`config.mk`:
```
export PLATFORM = sky130hd
export DESIGN_NAME = rbg_top
export DESIGN_NICKNAME = d
export VERILOG_FILES = /design/src/hdl/rbg_pkg.sv /design/src/hdl/rbg_us_tick.sv /design/src/hdl/rbg_top.sv
export VERILOG_INCLUDE_DIRS = /design/src /design/src/hdl
export SDC_FILE = /design/constraint.sdc
export NUM_CORES = 1
export LEC_CHECK = 0
export ABC_AREA = 1
export BUFFER_PORTS_ARGS = -buffer_cell sky130_fd_sc_hd__clkbuf_2
export CAP_MARGIN = 5
export CORE_ASPECT_RATIO = 1.4
export CORE_MARGIN = 3
export CORE_UTILIZATION = 35
export CTS_CLUSTER_DIAMETER = 80
export DETAILED_ROUTE_END_ITERATION = 6
export GPL_TIMING_DRIVEN = 0
export PLACE_DENSITY = 0.52
export SETUP_SLACK_MARGIN = 0.5
export SYNTH_ARGS = -nofsm -noshare
export SYNTH_HDL_FRONTEND = slang
export SYNTH_SLANG_ARGS = --single-unit
```
`constraint.sdc`:
```
create_clock -name clk_sys -period 4.16 [get_ports clk_sys]
set_clock_uncertainty 0.1 [all_clocks]
set_input_delay 0.416 -clock clk_sys [delete_from_list [all_inputs] [get_ports clk_sys]]
set_output_delay 0.416 -clock clk_sys [all_outputs]
set_load 0.01 [all_outputs]
```
`src/hdl/rbg_consts.svh`:
```
`ifndef RBG_CONSTS_SVH
`define RBG_CONSTS_SVH

// Register byte offsets
`define RBG_OFS_SEND_SEL   12'h604
`define RBG_OFS_SRC_IP     12'h608
`define RBG_OFS_CTRL       12'h610
`define RBG_OFS_PERIOD     12'h614
`define RBG_OFS_TIMEOUT    12'h618
`define RBG_OFS_WINDOW     12'h61C
`define RBG_OFS_PORT_SET   12'h628
`define RBG_OFS_STATUS     12'h630

// Field positions
`define RBG_BIT_UNICAST    31
`define RBG_BIT_ASSIST     0
`define RBG_BIT_TX_ON      1
`define RBG_BIT_BACKUP     2
`define RBG_BIT_SEQ_CLR    3

// Send method codes
`define RBG_METHOD_ONE     2'h0
`define RBG_METHOD_PAIR    2'h1

// Reset values
`define RBG_RST_PERIOD     32'd400
`define RBG_RST_TIMEOUT    22'd1960
`define RBG_RST_WINDOW     22'd6000

// Timing: microsecond tick from the core clock
`define RBG_CLK_NS         20
`define RBG_US_NS          1000
`define RBG_US_CYCLES      (`RBG_US_NS / `RBG_CLK_NS)

`endif

```
`src/hdl/rbg_pkg.sv`:
```
package rbg_pkg;

    // Backup-supervisor takeover states
    typedef enum logic [2:0] {
        ST_IDLE,
        ST_ARMED,
        ST_WAIT2,
        ST_HOLD,
        ST_AUTO
    } rbg_state_e;

    typedef logic [31:0] rbg_word_t;
    typedef logic [21:0] rbg_us22_t;
    typedef logic [6:0]  rbg_ports_t;

endpackage : rbg_pkg

```
`src/hdl/rbg_us_tick.sv`:
```
`timescale 1ns/100ps
`include "rbg_consts.svh"

module rbg_us_tick (
    input  wire logic clk_sys,
    input  wire logic reset,
    output logic      tick
);

    localparam logic [5:0] LAST = 6'(`RBG_US_CYCLES - 1);

    logic [5:0] cnt_reg;
    logic [5:0] cnt_next;
    logic       tick_reg;
    logic       tick_next;

    // One-cycle pulse every microsecond
    always_comb begin
        tick_next = (cnt_reg == LAST);
        cnt_next  = tick_next ? 6'h00 : cnt_reg + 6'h01;
    end

    always_ff @(posedge clk_sys) begin
        if (reset) begin
            cnt_reg  <= 6'h00;
            tick_reg <= 1'b0;
        end else begin
            cnt_reg  <= cnt_next;
            tick_reg <= tick_next;
        end
    end

    assign tick = tick_reg;

endmodule : rbg_us_tick

```
`src/hdl/rbg_top.sv`:
```
`timescale 1ns/100ps
`include "rbg_consts.svh"
module rbg_top (
    input  wire logic        clk_sys,
    input  wire logic        reset,
    input  wire logic [11:0] avs_address,
    input  wire logic        avs_read,
    input  wire logic        avs_write,
    input  wire logic [31:0] avs_writedata,
    input  wire logic [3:0]  avs_byteenable,
    output logic      [31:0] avs_readdata,
    output logic             avs_waitrequest,
    input  wire logic        loss_port1,
    input  wire logic        loss_port2,
    output logic             beacon_send,
    output logic      [6:0]  beacon_ports,
    output logic             beacon_unicast,
    output logic      [15:0] beacon_seq_id,
    output logic      [31:0] beacon_ip_field,
    output logic      [31:0] beacon_interval_field,
    output logic      [21:0] beacon_timeout_field,
    output logic             ring_hw_assist_on,
    output logic             supervisor_active
);

    // Merge write data under byte enables
    function automatic logic [31:0] rbg_merge(input logic [31:0] old_v,
                                              input logic [31:0] new_v,
                                              input logic [3:0]  be);
        logic [31:0] res;
        res = old_v;
        for (int i = 0; i < 4; i++) begin
            if (be[i]) begin
                res[8*i +: 8] = new_v[8*i +: 8];
            end
        end
        return res;
    endfunction : rbg_merge

    // Lowest set port of a map, one-hot
    function automatic rbg_pkg::rbg_ports_t rbg_first(input rbg_pkg::rbg_ports_t m);
        rbg_pkg::rbg_ports_t res;
        res = 7'h00;
        for (int i = 6; i >= 0; i--) begin
            if (m[i]) begin
                res = 7'h00;
                res[i] = 1'b1;
            end
        end
        return res;
    endfunction : rbg_first

    logic                 us_tick;
    logic                 wait_reg,   wait_next;
    logic [31:0]          rdata_reg,  rdata_next;
    logic                 uni_reg,    uni_next;
    logic [1:0]           method_reg, method_next;
    rbg_pkg::rbg_word_t   ip_reg,     ip_next;
    logic [3:0]           ctrl_reg,   ctrl_next;
    rbg_pkg::rbg_word_t   period_reg, period_next;
    rbg_pkg::rbg_us22_t   tmo_reg,    tmo_next;
    rbg_pkg::rbg_us22_t   win_reg,    win_next;
    rbg_pkg::rbg_ports_t  pset_reg,   pset_next;
    logic [31:0]          w;

    // Engine state is declared ahead of the bus decoder, which reads it
    rbg_pkg::rbg_state_e st_reg, st_next;
    logic                bk_prev_reg, tx_prev_reg;
    logic [1:0]          seen_reg,  seen_next;
    rbg_pkg::rbg_us22_t  wcnt_reg,  wcnt_next;
    rbg_pkg::rbg_word_t  icnt_reg,  icnt_next;
    logic [15:0]         seq_reg,   seq_next;
    logic                pend_reg,  pend_next;
    logic                send_reg,  send_next;
    logic                uniout_reg, uniout_next;
    rbg_pkg::rbg_ports_t ports_reg, ports_next;
    logic                act_reg;
    logic                assist, tx_on, backup, active, fire;
    logic [1:0]          loss;
    rbg_pkg::rbg_ports_t p1, p2;

    rbg_us_tick u_tick (
        .clk_sys (clk_sys),
        .reset   (reset),
        .tick    (us_tick)
    );

    // Bus slave: waitrequest high until one answer cycle
    always_comb begin
        wait_next   = !(wait_reg && (avs_read || avs_write));
        rdata_next  = rdata_reg;
        uni_next    = uni_reg;
        method_next = method_reg;
        ip_next     = ip_reg;
        ctrl_next   = ctrl_reg;
        period_next = period_reg;
        tmo_next    = tmo_reg;
        win_next    = win_reg;
        pset_next   = pset_reg;
        w           = 32'h00000000;
        if (avs_read && wait_reg) begin
            if (avs_address == `RBG_OFS_SEND_SEL) begin
                rdata_next = {uni_reg, 29'h00000000, method_reg};
            end else if (avs_address == `RBG_OFS_SRC_IP) begin
                rdata_next = ip_reg;
            end else if (avs_address == `RBG_OFS_CTRL) begin
                rdata_next = {28'h0000000, ctrl_reg};
            end else if (avs_address == `RBG_OFS_PERIOD) begin
                rdata_next = period_reg;
            end else if (avs_address == `RBG_OFS_TIMEOUT) begin
                rdata_next = {10'h000, tmo_reg};
            end else if (avs_address == `RBG_OFS_WINDOW) begin
                rdata_next = {10'h000, win_reg};
            end else if (avs_address == `RBG_OFS_PORT_SET) begin
                rdata_next = {25'h0000000, pset_reg};
            end else if (avs_address == `RBG_OFS_STATUS) begin
                rdata_next = {seq_reg, 11'h000, active, 1'b0, 3'(st_reg)};
            end else begin
                rdata_next = 32'h00000000; // Unmapped reads zero
            end
        end
        // Write lands on the edge that sees waitrequest low
        if (avs_write && !wait_reg) begin
            if (avs_address == `RBG_OFS_SEND_SEL) begin
                w           = rbg_merge({uni_reg, 29'h00000000, method_reg},
                                        avs_writedata, avs_byteenable);
                uni_next    = w[`RBG_BIT_UNICAST];
                method_next = w[1:0];
            end else if (avs_address == `RBG_OFS_SRC_IP) begin
                ip_next     = rbg_merge(ip_reg, avs_writedata, avs_byteenable);
            end else if (avs_address == `RBG_OFS_CTRL) begin
                w           = rbg_merge({28'h0000000, ctrl_reg}, avs_writedata,
                                        avs_byteenable);
                ctrl_next   = w[3:0];
            end else if (avs_address == `RBG_OFS_PERIOD) begin
                period_next = rbg_merge(period_reg, avs_writedata, avs_byteenable);
            end else if (avs_address == `RBG_OFS_TIMEOUT) begin
                w           = rbg_merge({10'h000, tmo_reg}, avs_writedata,
                                        avs_byteenable);
                tmo_next    = w[21:0];
            end else if (avs_address == `RBG_OFS_WINDOW) begin
                w           = rbg_merge({10'h000, win_reg}, avs_writedata,
                                        avs_byteenable);
                win_next    = w[21:0];
            end else if (avs_address == `RBG_OFS_PORT_SET) begin
                w           = rbg_merge({25'h0000000, pset_reg}, avs_writedata,
                                        avs_byteenable);
                pset_next   = w[6:0];
            end
        end
    end

    always_ff @(posedge clk_sys) begin
        if (reset) begin
            wait_reg   <= 1'b1;
            rdata_reg  <= 32'h00000000;
            uni_reg    <= 1'b0;
            method_reg <= 2'h0;
            ip_reg     <= 32'h00000000;
            ctrl_reg   <= 4'h0;
            period_reg <= `RBG_RST_PERIOD;
            tmo_reg    <= `RBG_RST_TIMEOUT;
            win_reg    <= `RBG_RST_WINDOW;
            pset_reg   <= 7'h00;
        end else begin
            wait_reg   <= wait_next;
            rdata_reg  <= rdata_next;
            uni_reg    <= uni_next;
            method_reg <= method_next;
            ip_reg     <= ip_next;
            ctrl_reg   <= ctrl_next;
            period_reg <= period_next;
            tmo_reg    <= tmo_next;
            win_reg    <= win_next;
            pset_reg   <= pset_next;
        end
    end

    // Beacon engine: takeover sequence, period timer, egress
    always_comb begin
        assist      = ctrl_reg[`RBG_BIT_ASSIST];
        tx_on       = ctrl_reg[`RBG_BIT_TX_ON];
        backup      = ctrl_reg[`RBG_BIT_BACKUP];
        active      = assist && (tx_on || st_reg == rbg_pkg::ST_AUTO);
        loss        = {loss_port2, loss_port1};
        p1          = rbg_first(pset_reg);
        p2          = rbg_first(pset_reg & ~p1);
        st_next     = st_reg;
        seen_next   = seen_reg;
        wcnt_next   = wcnt_reg;
        case (st_reg)
            rbg_pkg::ST_IDLE: begin
                if (backup && !bk_prev_reg) st_next = rbg_pkg::ST_ARMED;
            end
            rbg_pkg::ST_ARMED: begin
                seen_next = loss;
                wcnt_next = 22'h000000;
                if (loss == 2'h3) st_next = rbg_pkg::ST_HOLD;
                else if (loss != 2'h0) st_next = rbg_pkg::ST_WAIT2;
            end
            rbg_pkg::ST_WAIT2: begin
                if ((loss & ~seen_reg) != 2'h0) begin
                    st_next   = rbg_pkg::ST_HOLD;
                    wcnt_next = 22'h000000;
                end else if (us_tick && win_reg != 22'h000000) begin
                    wcnt_next = wcnt_reg + 22'h000001;
                    if (wcnt_next >= win_reg) st_next = rbg_pkg::ST_ARMED;
                end
            end
            rbg_pkg::ST_HOLD: begin
                if (us_tick) begin
                    wcnt_next = wcnt_reg + 22'h000001;
                    if (wcnt_next >= tmo_reg) st_next = rbg_pkg::ST_AUTO;
                end
            end
            default: begin
            end
        endcase
        // Without assist or backup bit the takeover machine stays in ST_IDLE
        if (!assist || !backup) st_next = rbg_pkg::ST_IDLE;
        // A transmit enable that drops disarms until the backup bit is cleared and set again
        if (tx_prev_reg && !tx_on) st_next = rbg_pkg::ST_IDLE;
        // Interval in whole microseconds; zero means every tick
        fire      = 1'b0;
        icnt_next = 32'h00000000;
        if (active) begin
            icnt_next = icnt_reg;
            if (us_tick) begin
                icnt_next = icnt_reg + 32'h00000001;
                if (icnt_next >= period_reg) begin
                    fire      = 1'b1;
                    icnt_next = 32'h00000000;
                end
            end
        end
        send_next   = 1'b0;
        pend_next   = 1'b0;
        uniout_next = uni_reg;
        ports_next  = ports_reg;
        if (fire) begin
            send_next = 1'b1;
            if (!uni_reg) begin
                ports_next = p1 | p2;
            end else begin
                ports_next = p1;
                pend_next  = (method_reg == `RBG_METHOD_PAIR);
            end
        end else if (pend_reg && active) begin
            send_next  = 1'b1;
            ports_next = p2;
        end
        // Clear wins while held; frames of a pair share one ID
        if (ctrl_reg[`RBG_BIT_SEQ_CLR]) seq_next = 16'h0000;
        else if (fire) seq_next = seq_reg + 16'h0001;
        else seq_next = seq_reg;
    end

    always_ff @(posedge clk_sys) begin
        if (reset) begin
            st_reg      <= rbg_pkg::ST_IDLE;
            bk_prev_reg <= 1'b0;
            tx_prev_reg <= 1'b0;
            seen_reg    <= 2'h0;
            wcnt_reg    <= 22'h000000;
            icnt_reg    <= 32'h00000000;
            seq_reg     <= 16'h0000;
            pend_reg    <= 1'b0;
            send_reg    <= 1'b0;
            uniout_reg  <= 1'b0;
            ports_reg   <= 7'h00;
            act_reg     <= 1'b0;
        end else begin
            st_reg      <= st_next;
            bk_prev_reg <= backup;
            tx_prev_reg <= tx_on;
            seen_reg    <= seen_next;
            wcnt_reg    <= wcnt_next;
            icnt_reg    <= icnt_next;
            seq_reg     <= seq_next;
            pend_reg    <= pend_next;
            send_reg    <= send_next;
            uniout_reg  <= uniout_next;
            ports_reg   <= ports_next;
            act_reg     <= active;
        end
    end

    assign avs_readdata          = rdata_reg;
    assign avs_waitrequest       = wait_reg;
    assign beacon_send           = send_reg;
    assign beacon_ports          = ports_reg;
    assign beacon_unicast        = uniout_reg;
    assign beacon_seq_id         = seq_reg;
    assign beacon_ip_field       = ip_reg;
    assign beacon_interval_field = period_reg;
    assign beacon_timeout_field  = tmo_reg;
    assign ring_hw_assist_on     = ctrl_reg[`RBG_BIT_ASSIST];
    assign supervisor_active     = act_reg;
endmodule : rbg_top

```
# Word level (Yosys, flattened, before mapping)
# Index checks and enable logic that the tools add are counted.
# word_totals
register_bits,250
in_bits,54
output_inout_bits,146
word_cells,169
# op_classes
addsub,4
n_lt_le_gt_ge,3
n_eq_ne,21
muxes,44
bitwise,14
reduce_logical,49
# ops
cell,count
$mux 32,9
$mux 7,17
$eq 12x11->1 const B,8
$mux 22,3
$pmux 22 s3,1
$ge 22x22->1,2
$add 32x1->32 const B,1
$ge 32x32->1,1
$reduce_and 7->1,4
$mux 3,8
$reduce_and 6->1,4
$reduce_and 8->1,3
$add 22x1->22 const B,1
$reduce_bool 22->1,1
$add 16x1->16 const B,1
$reduce_and 4->1,4
$pmux 3 s4,1
$ne 3x3->1 const B,3
$not 1->1,9
$reduce_and 3->1,3
$reduce_and 9->1,1
$logic_and 1x1->1,8
$and 7x7->7,1
$not 7->7,1
22 further kinds,40

# Depth between registers and ports, before layout
# Gate-level depths: netlist of the first run.
# logic_depth
ltp_word,19
ltp_mapped,22
depth_no_buf,22

# Cells and area by module
# Synthesis of the first run repeated with hierarchy kept, for this count alone.
# unflattened
cells_unflattened,1956
hier_area_um2,13984.7
# by_module_without_submodules
mod,n_inst,cells_each,area_per_inst_um2,seq_area_each_um2
rbg_top,1,1917,13671.9,4864.7
rbg_us_tick,1,39,312.8,140.1

# Worst setup path after synthesis of the first run
# Ideal clock, no wire load.
# synth_timing
path_type,reg2reg
startpoint,register icnt_reg[0]
endpoint,"register ports_reg[2], in the netlist beacon_ports[2]"
setup_ns,0.117
arrival_time_ns,2.819
required_ns,3.943
slack_ns,1.124
path_stages_with_launch,21
n_path_buf,0
period_less_slack_ns,3.036
cell_sequence,dfxtp_1 ha_1 inv_1 nor3_1 inv_1 nor2_1 nand2_1 xor2_1 inv_1 ha_1 nand2_1 nor2_1 nand2_1 nor2_1 nand4_1 nand3_2 nand2_2 nand2_1 inv_1 nor2_1 nor2_1
# synth_via
elab_chain_cells,6
elab_cells_between_ends,7
cone_classes,add/sub (1); order compare (1); mux (4); reduce/logical (1)
# synth_rtl
element,line,text
from (decl),rbg_top.sv:71,"rbg_pkg::rbg_word_t icnt_reg, icnt_next;"
from (signal assigned),rbg_top.sv:278,icnt_reg <= icnt_next;
$add 32x1->32 *,rbg_top.sv:229,icnt_next = icnt_reg + 32'h00000001;
$ge 32x32->1 *,rbg_top.sv:230,if (icnt_next >= period_reg) begin
$mux 1 *,rbg_top.sv:230,
$mux 1 *,rbg_top.sv:228,if (us_tick) begin
$mux 1 *,rbg_top.sv:226,if (active) begin
$mux 7 / $reduce_bool 2->1 (equally long branches),-,
to (signal assigned),rbg_top.sv:283,ports_reg <= ports_next;
to (decl),rbg_top.sv:76,"rbg_pkg::rbg_ports_t ports_reg, ports_next;"
# Every way passes the cells marked *; elsewhere a longest branch is shown, timed or not.
# A chain may end at the register's enable or synchronous reset.

# Final worst setup path of the first run
# layout_timing
startpoint,register icnt_reg[5]
endpoint,register icnt_reg[5]
# layout_via
elab_chain_cells,3
# layout_rtl
element,line
$add 32x1->32 *,rbg_top.sv:229
$ge 32x32->1,rbg_top.sv:230
$mux 32 *,rbg_top.sv:230
# Marked as above.

==> reports/qor.yml, run 1 <==
timing:
  hold_viol: 0
  period_share: 0.840
  clock.fmax_mhz: 286
  slew-limit-headroom: 0.337
  setup_tns_ns: 0
  drv_slew: 0
  tightest_slew_ns: 0.994
  setup_slack_ns: 0.664
  post-route-min-period_ns: 3.50
  rsz0062_at_grt: "true"
  setup_violations: 0
synthesis:
  synth_top_area_share: 0.359
  synth_cell_types: 48
  synth_area_sq_um: 13900
  postSynth.asyncResetShare: 0
  synth_edf_count: 0
  synth-seq-cells: 250
  seq_area_frac_synth: 0.359
  yosysTopAreaCell: "dfxtp_1"
  synth_ff_type: "dfxtp_1"
  synthCells: 1986
  synthTopCellsByArea: "dfxtp_1 36%, nand2_1 12%, a21oi_1 8.8%"
  synth_nets: 2121
  avgSynthCellArea_sq_um: 7.02
  synth_warnings: 0
power:
  peakVddDrop_v: 0.000268
  p_leak_nw: 7.44
  p_per_area_nw_per_um2: 311
drt:
  wl_microns: 56000
  drc: 0
  drt_iter0_drc: 991
  routedWlPerCell_microns: 20.0
  drtPass1Iterations: 5
  vias: 14600
  vias_per_cell: 5.23
  ant_nets: 0
cells_and_area:
  area_delta_synth_final_pct: 22.8
  drive_gt1_frac: 0.176
  seq_area_sq_um: 5010
  multi_input_area_sq_um: 7820
  fillers: 4151
  nNetsFinal: 2382
floorplanning:
  io_pins: 200
  start_util: 0.358
  core_area_sq_um: 38900
  die_area_sq_um: 42300
  die_w_microns: 175
  row_count: 85
  die_h_microns: 242
worst_setup_path:
  path_max_fanout: 10
  rr_endpoint: "icnt_reg[5]$_SDFFE_PP0P_"
  r2r_cells: 20
  cp-startpoint: "icnt_reg[5]$_SDFFE_PP0P_"
  worstSetupEndpointType: "flip-flop"
  crit_required_ns: 4.56
  crit_end: "icnt_reg[5]$_SDFFE_PP0P_"
  crit_type: "flip-flop to flip-flop"
  start_kind: "flip-flop"
  r2r_setup_slack_ns: 0.66
  worstPathArrival_ns: 3.90
  r2r_start: "icnt_reg[5]$_SDFFE_PP0P_"
clock_network:
  clock-root-buffer: "clkbuf_16"
  clockBufferDepth: 3
  clk_latency_ns: 0.61
  cts.clk_slew.worst_paths_ns: 0.06
  cts_tree: "yes"
  htreeDepth: 1
  cts.sinks: 250
  cts_buffers: 30
hold_path:
  hp-start: "loss_port1"
  hold_path_class: "primary input to flip-flop"
global_route:
  antenna_found_initial: 1
  grt_max_degree: 17
  grt_pass1_wl_microns: 83300
  grt_pass1_vias: 14000
  grt-ovfl-total: 0
  track_usage: 0.254
placement:
  port_buffers: 199
  hpwl_microns: 44900
  globalplace.congestion: 0.945
  post-place-ws_ns: 0.0223
run:
  max_cap_violations: 0
status:
  outcome: "completed"
==> worst min-delay path by stage <==
stage | to | slack [ns] | depth (start not counted)
6_report | seen_reg[0]$_SDFFE_PP0P_ | 0.03 | 3
5_1_grt | seen_reg[0]$_SDFFE_PP0P_ | 0.05 | 3
4_1_cts | seen_reg[0]$_SDFFE_PP0P_ | 0.006 | 3
3_5_place_dp | avs_waitrequest$_SDFF_PP1_ | 0.34 | 1
3_3_place_gp | avs_waitrequest$_SDFF_PP1_ | 0.34 | 1
2_1_floorplan | pend_reg$_SDFF_PP0_ | 0.32 | 1
==> metrics by stage <==
step	total power, mW	utilization	cell area (sq um)	instances	hold WS (ns)
5_1_grt	5.45	0.440	17100	2794	0.0491
3_5_place_dp	2.65	0.400	15600	2707	0.340
4_1_cts	5.36	0.433	16800	2779	0.00624
6_report	5.32	0.440	17100	2794	0.0340
2_1_floorplan	2.54	-	13900	1986	0.317
3_3_place_gp	2.65	0.400	15600	2707	0.339
==> synth_stat cells (3+ instances only) <==
cell type / number
o22ai_1: 28
xor2_1: 35
clkbuf_1: 40
nor4_1: 15
nor2_4: 10
inv_1: 257
nor2_2: 9
nand4_1: 30
ha_1: 81
nand2_1: 432
o211ai_1: 15
nor3_4: 4
nor3_1: 31
a21oi_1: 244
dfxtp_1: 250
o221ai_1: 7
xnor2_1: 22
nand2_2: 6
buf_4: 8
buf_2: 10
nand3_2: 5
o21ai_1: 26
nand3_1: 46
nor2_1: 150
inv_2: 18
o21ai_0: 152
nor3_2: 6
nand3b_1: 3
o21a_1: 5
a211oi_1: 16
==> layer usage <==
| metal | up-vias | track usage | routed length [microns] |
|---|---|---|---|
| li1 | 7104 | - | - |
| met1 | 6899 | 0.289 | 21700 |
| met2 | 485 | 0.480 | 28900 |
| met3 | 125 | 0.0282 | 2840 |
| met4 | 0 | 0.0972 | 2470 |
| met5 | - | 0 | 0 |
==> logic make-up (layout without fill, tap and decap cells) <==
kind of cell	after synthesis	count (layout)	synth area share
adder cells (fa/ha/maj)	81	81	0.0727
XOR/XNOR	58	58	0.0370
AND/OR/NAND/NOR	755	755	0.241
AO/OA/AOI/OAI	503	503	0.194
flip-flops	250	250	0.359
other	0	1	0
buffers and inverters	339	624	0.0956
==> area by class of cell <==
class,instances,area share
diodes,1,0.000146
flip-flops and latches,250,0.293
repair buffers,229,0.0737
plain buffers,61,0.0176
inverters,278,0.0613
clock inverters,18,0.0109
well taps,522,0.0381
multi-input cells,1397,0.457
clock buffers,38,0.0485
==> where the power goes <==
| part | leakage (nW) | switching (mW) | internal [mW] |
|---|---|---|---|
| Sequential | 2.02 | 0.00291 | 2.40 |
| Combinational | 4.92 | 0.157 | 0.0520 |
| Clock | 0.499 | 1.17 | 1.55 |
==> critical path, cell delays in order (launching register included) <==
cell      delay (ns)
dfxtp_2         0.36
nand2_1         0.12
nor3_4          0.25
buf_4           0.14
nand2_1         0.11
nor2_2          0.19
nand4_1         0.12
xor2_1          0.15
inv_1           0.10
ha_1            0.28
nand2_1         0.10
nor2_2          0.05
nand2_1         0.12
inv_1           0.07
a21oi_2         0.20
nand3_4         0.18
buf_4           0.20
nor2_4          0.13
clkbuf_4        0.24
nand2_1         0.08
a21oi_1         0.12
==> layout by cell type, fill, tap and decap left out, drive strengths merged, types with 7 or more instances in the layout <==
master / Yosys / final
o22ai: 28 / 28
o211ai: 15 / 15
inv: 276 / 277
clkbuf: 40 / 278
o21ai: 178 / 178
ha: 81 / 81
o221ai: 7 / 7
clkinv: 2 / 13
nor4: 17 / 17
nor2: 171 / 171
a21oi: 244 / 244
nand4: 30 / 30
dlygate4sd3: 0 / 16
xor2: 35 / 35
xnor2: 23 / 23
nand3: 52 / 52
nor3: 41 / 41
a211oi: 18 / 18
dfxtp: 250 / 250
nand2: 439 / 439
buf: 21 / 34
==> timing repair <==
action | in CTS | in global routing
endpoints found under the setup margin | 60 | 57
pin swaps | 1 | 9
gates resized for setup | 17 | 50
hold endpoints to repair | 25 | 0
hold buffers | 16 | 0
buffers inserted | 0 | 14
(Power assumes the default switching activity.)
==> run 2: changes to the inputs <==
ABC_AREA = 0   (was 1)
PLACE_DENSITY = 0.54   (was 0.52)
clock period = 2.95 ns   (was 4.16 ns; I/O delays follow)
==> run 2 against run 1 <==
  * The run now ends with design-rule violations, negative setup slack left
  * Cell count down 7.8%
  * Sequential share of layout area down 1.8 points
  * Synthesized cell count down 15%
  * Core utilization up 3.8 points
  * Critical endpoint is now beacon_ports[1]$_SDFFE_PP0P_
  * Sequential power up 42%
  * Combinational power up 69%
  * Clock power up 30%
  * Hold slack worse by 0.0070 ns
  * Maximum frequency down 6.1%
  * Non-clock buffer count up 127
==> reports/qor.yml, run 2 <==
timing:
  setup_tns_ns: -40.84  # -40.84 ns
  setup_violations: 60  # +60
  hold_viol: 0  # unchanged
  post-route-min-period_ns: 3.72  # +0.226 ns
  period_share: 1.26  # +0.421
  drv_slew: 0  # unchanged
  tightest_slew_ns: 0.955  # -0.0386 ns
  setup_slack_ns: -0.772  # -1.44 ns
  clock.fmax_mhz: 269  # -6.1%
  slew-limit-headroom: 0.363  # +0.0257
  rsz0062_at_grt: "true"
global_route:
  track_usage: 0.255  # +0.000927
  grt-ovfl-total: 0  # unchanged
  grt_max_degree: 14  # -3
  grt_pass1_wl_microns: 81300  # -2.4%
  antenna_found_initial: 0  # -1
  grt_pass1_vias: 13700  # -2.1%
clock_network:
  cts_tree: "yes"
  clockBufferDepth: 3  # unchanged
  clk_latency_ns: 0.55  # -0.06 ns
  htreeDepth: 1  # unchanged
  cts.sinks: 250  # unchanged
  cts.clk_slew.worst_paths_ns: 0.07  # about the same
  cts_buffers: 27  # -10%
  clock-root-buffer: "clkbuf_16"
power:
  swShare: 0.238  # -0.0107
  seqPwrFrac: 0.468  # +0.017
  internal_power_mw: 5.55  # +39%
  peakVddDrop_v: 0.000399  # +49%
  pwr-share-comb: 0.049  # +0.010
  p_leak_nw: 7.30  # -1.9%
  pwr-share-clk: 0.484  # -0.026
  power_switching_mw: 1.74  # +31%
  p_per_area_nw_per_um2: 396  # +27%
synthesis:
  synth_top_area_share: 0.367  # +0.00750
  synth_cell_types: 75  # +56%
  synthCells: 1690  # -15%
  yosysMostFrequentCell: "dfxtp_1"
  postSynth.asyncResetShare: 0  # unchanged
  synth_area_sq_um: 13700  # -2.0%
  synth_ff_type: "dfxtp_1"
  synthTopCellsByArea: "dfxtp_1 37%, ha_1 7.4%, nand2_1 5.9%"
  synthTopCellsByCount: "250 x dfxtp_1, 214 x nand2_1, 165 x nor2_1, 155 x a21oi_1, 95 x inv_1"
  seq_area_frac_synth: 0.367  # +0.00750
  synth_nets: 1825  # -14%
  synth-seq-cells: 250  # unchanged
  yosysTopAreaCell: "dfxtp_1"
  avgSynthCellArea_sq_um: 8.08  # +15%
  synth_warnings: 0  # unchanged
  synth_edf_count: 0  # unchanged
floorplanning:
  start_util: 0.355  # -0.00345
  io_pins: 200  # unchanged
  row_count: 85  # unchanged
  core_area_sq_um: 38500  # -1.1%
  die_h_microns: 240  # -1.0%
  die_w_microns: 173  # -0.99%
  die_area_sq_um: 41500  # -2.0%
cells_and_area:
  fillers: 3829  # -7.8%
  final_common_cell: "dfxtp_1"
  n_antenna_cell: 0  # -1
  drive_gt1_frac: 0.268  # +0.0921
  final_cell_mix: "225 x dfxtp_1, 208 x nand2_1, 208 x clkbuf_2"
  area_delta_synth_final_pct: 34.8
  nNetsFinal: 2171  # -8.9%
worst_setup_path:
  slowest_delay_ns: 0.43  # +0.07 ns
  critPathTopFamily: "simple AND/OR/NAND/NOR gates"
  path_buf_inv: 5  # unchanged
  start_kind: "flip-flop"
  r2r_cells: 17  # -15%
  r2r_setup_slack_ns: -0.77  # -1.44 ns
  path_max_fanout: 8  # -2
  r2r_start: "icnt_reg[0]$_SDFFE_PP0P_"
  worstSetupEndpointType: "flip-flop"
  crit_type: "flip-flop to flip-flop"
  crit_required_ns: 3.31  # -1.25 ns
  cp_cell_sequence: "nand2_1, nor4b_4, buf_4, nand3_4, buf_4, xnor2_1, ha_1, a21oi_2, o22ai_1, or4_4, a31oi_4, a31o_1, buf_6, buf_12, buf_12, nor4_2, o32ai_2"
  rr_endpoint: "beacon_ports[1]$_SDFFE_PP0P_"
  worstPathArrival_ns: 4.08  # +0.18 ns
  cp_slowest_cell: "or4_4"
placement:
  port_buffers: 199  # unchanged
  globalplace.congestion: 0.966  # +2.1%
  hpwl_microns: 42100  # -6.3%
  post-place-ws_ns: -1.39  # -1.41 ns
drt:
  wl_microns: 56400  # +0.77%
  vias: 14200  # -2.6%
  routedWlPerCell_microns: 21.9  # +9.3%
  drt_iter0_drc: 1184  # +19%
  ant_nets: 0  # unchanged
  drc: 5  # +5
  vias_per_cell: 5.53  # +5.7%
  drtPass1Iterations: 7  # +2
status:
  violations: "design-rule violations, negative setup slack"
  outcome: "finished, violations left"
hold_path:
  hp-start: "avs_writedata[3]"
  worstHoldEndpoint: "win_reg[3]$_SDFFE_PP0P_"
  hold_path_depth: 3  # unchanged
  hold_path_class: "primary input to flip-flop"
run:
  max_cap_violations: 0  # unchanged
run 2: cell types whose count changed in the layout (fill, tap and decap cells not counted), moves of 20 or more:
| cell | previous run | this run |
|---|---|---|
| mux2i_1 | 0 | 64 |
| a222oi_1 | 0 | 29 |
| or3_1 | 0 | 29 |
| o21ai_0 | 152 | 62 |
| buf_4 | 23 | 74 |
| inv_1 | 256 | 94 |
| a21oi_1 | 243 | 135 |
| nor2_1 | 134 | 157 |
| nand2_1 | 427 | 208 |
| o22ai_1 | 28 | 7 |
| clkbuf_1 | 42 | 62 |
run 2: final cells by class:
cell class | count | area (sq um) | share of cell area
multi-input cells | 1245 | 8770 | 0.476
repair buffers | 317 | 2090 | 0.113
clock buffers | 39 | 801 | 0.0435
inverters | 95 | 360 | 0.0196
well taps | 522 | 653 | 0.0355
clock inverters | 8 | 93.8 | 0.00510
plain buffers | 100 | 579 | 0.0315
flip-flops and latches | 250 | 5060 | 0.275
run 2: kinds of logic after synthesis:
group                      Yosys count  share of synthesized area
DFF                                250                      0.367
adders and majority gates           85                     0.0772
muxes                               65                     0.0477
AOI/OAI and AO/OA                  399                      0.185
buffers and inverters              195                     0.0580
and+or+nand+nor                    640                      0.230
xor gates and xnor gates            56                     0.0359
run 2: how the worst max path moves through the flow:
stage,start,endpoint,slack [ns],cells after the start
after floorplan,icnt_reg[2]$_SDFFE_PP0P_,icnt_reg[15]$_SDFFE_PP0P_,-0.36,18
after global placement,icnt_reg[5]$_SDFFE_PP0P_,icnt_reg[11]$_SDFFE_PP0P_,-1.30,14
after detailed placement,icnt_reg[5]$_SDFFE_PP0P_,icnt_reg[11]$_SDFFE_PP0P_,-1.39,14
after CTS,icnt_reg[10]$_SDFFE_PP0P_,beacon_seq_id[2]$_SDFFE_PP0P_,-0.72,16
after global routing,icnt_reg[19]$_SDFFE_PP0P_,icnt_reg[15]$_SDFFE_PP0P_,-0.91,16
final,icnt_reg[0]$_SDFFE_PP0P_,beacon_ports[1]$_SDFFE_PP0P_,-0.77,17
run 2: tightest hold or removal path, stage by stage:
cell	delay, ns
clkbuf_2	0.18
nand2_1	0.09
a21oi_1	0.06
run 2: power groups by stage:
stage | Combinational [mW] | Clock (mW) | Sequential [mW]
4_1_cts | 0.348 | 3.58 | 3.41
3_5_place_dp | 0.313 | 0 | 3.49
2_1_floorplan | 0.122 | 0 | 3.49
5_1_grt | 0.373 | 3.68 | 3.41
3_3_place_gp | 0.311 | 0 | 3.49
6_report | 0.354 | 3.52 | 3.41
run 2: per-stage QoR:
| step | instances | instance area, sq um | power, mW | util | hold slack, ns |
|---|---|---|---|---|---|
| finish | 2576 | 18400 | 7.28 | 0.478 | 0.0269 |
| global route | 2576 | 18400 | 7.46 | 0.478 | 0.0206 |
| CTS | 2545 | 17700 | 7.34 | 0.459 | 0.00519 |
| detailed placement | 2411 | 15500 | 3.80 | 0.404 | 0.357 |
| global placement | 2411 | 15500 | 3.80 | 0.404 | 0.347 |
| floorplan | 1690 | 13900 | 3.61 | - | 0.311 |
run 2: routing by layer:
layer | GRT usage | vias up | wire length [microns]
met1 | 0.280 | 6802 | 21000
met2 | 0.466 | 547 | 28400
met3 | 0.0297 | 182 | 3090
li1 | - | 6707 | -
met4 | 0.162 | 0 | 3890
met5 | 0 | - | 0
run 2: repair_timing:
item,in CTS,in global routing
hold buffers,31,0
gates resized for setup,111,109
setup buffers,54,28
endpoints found under the hold margin,74,0
setup endpoints to repair,112,101
cloned,2,3
pin swaps,46,91
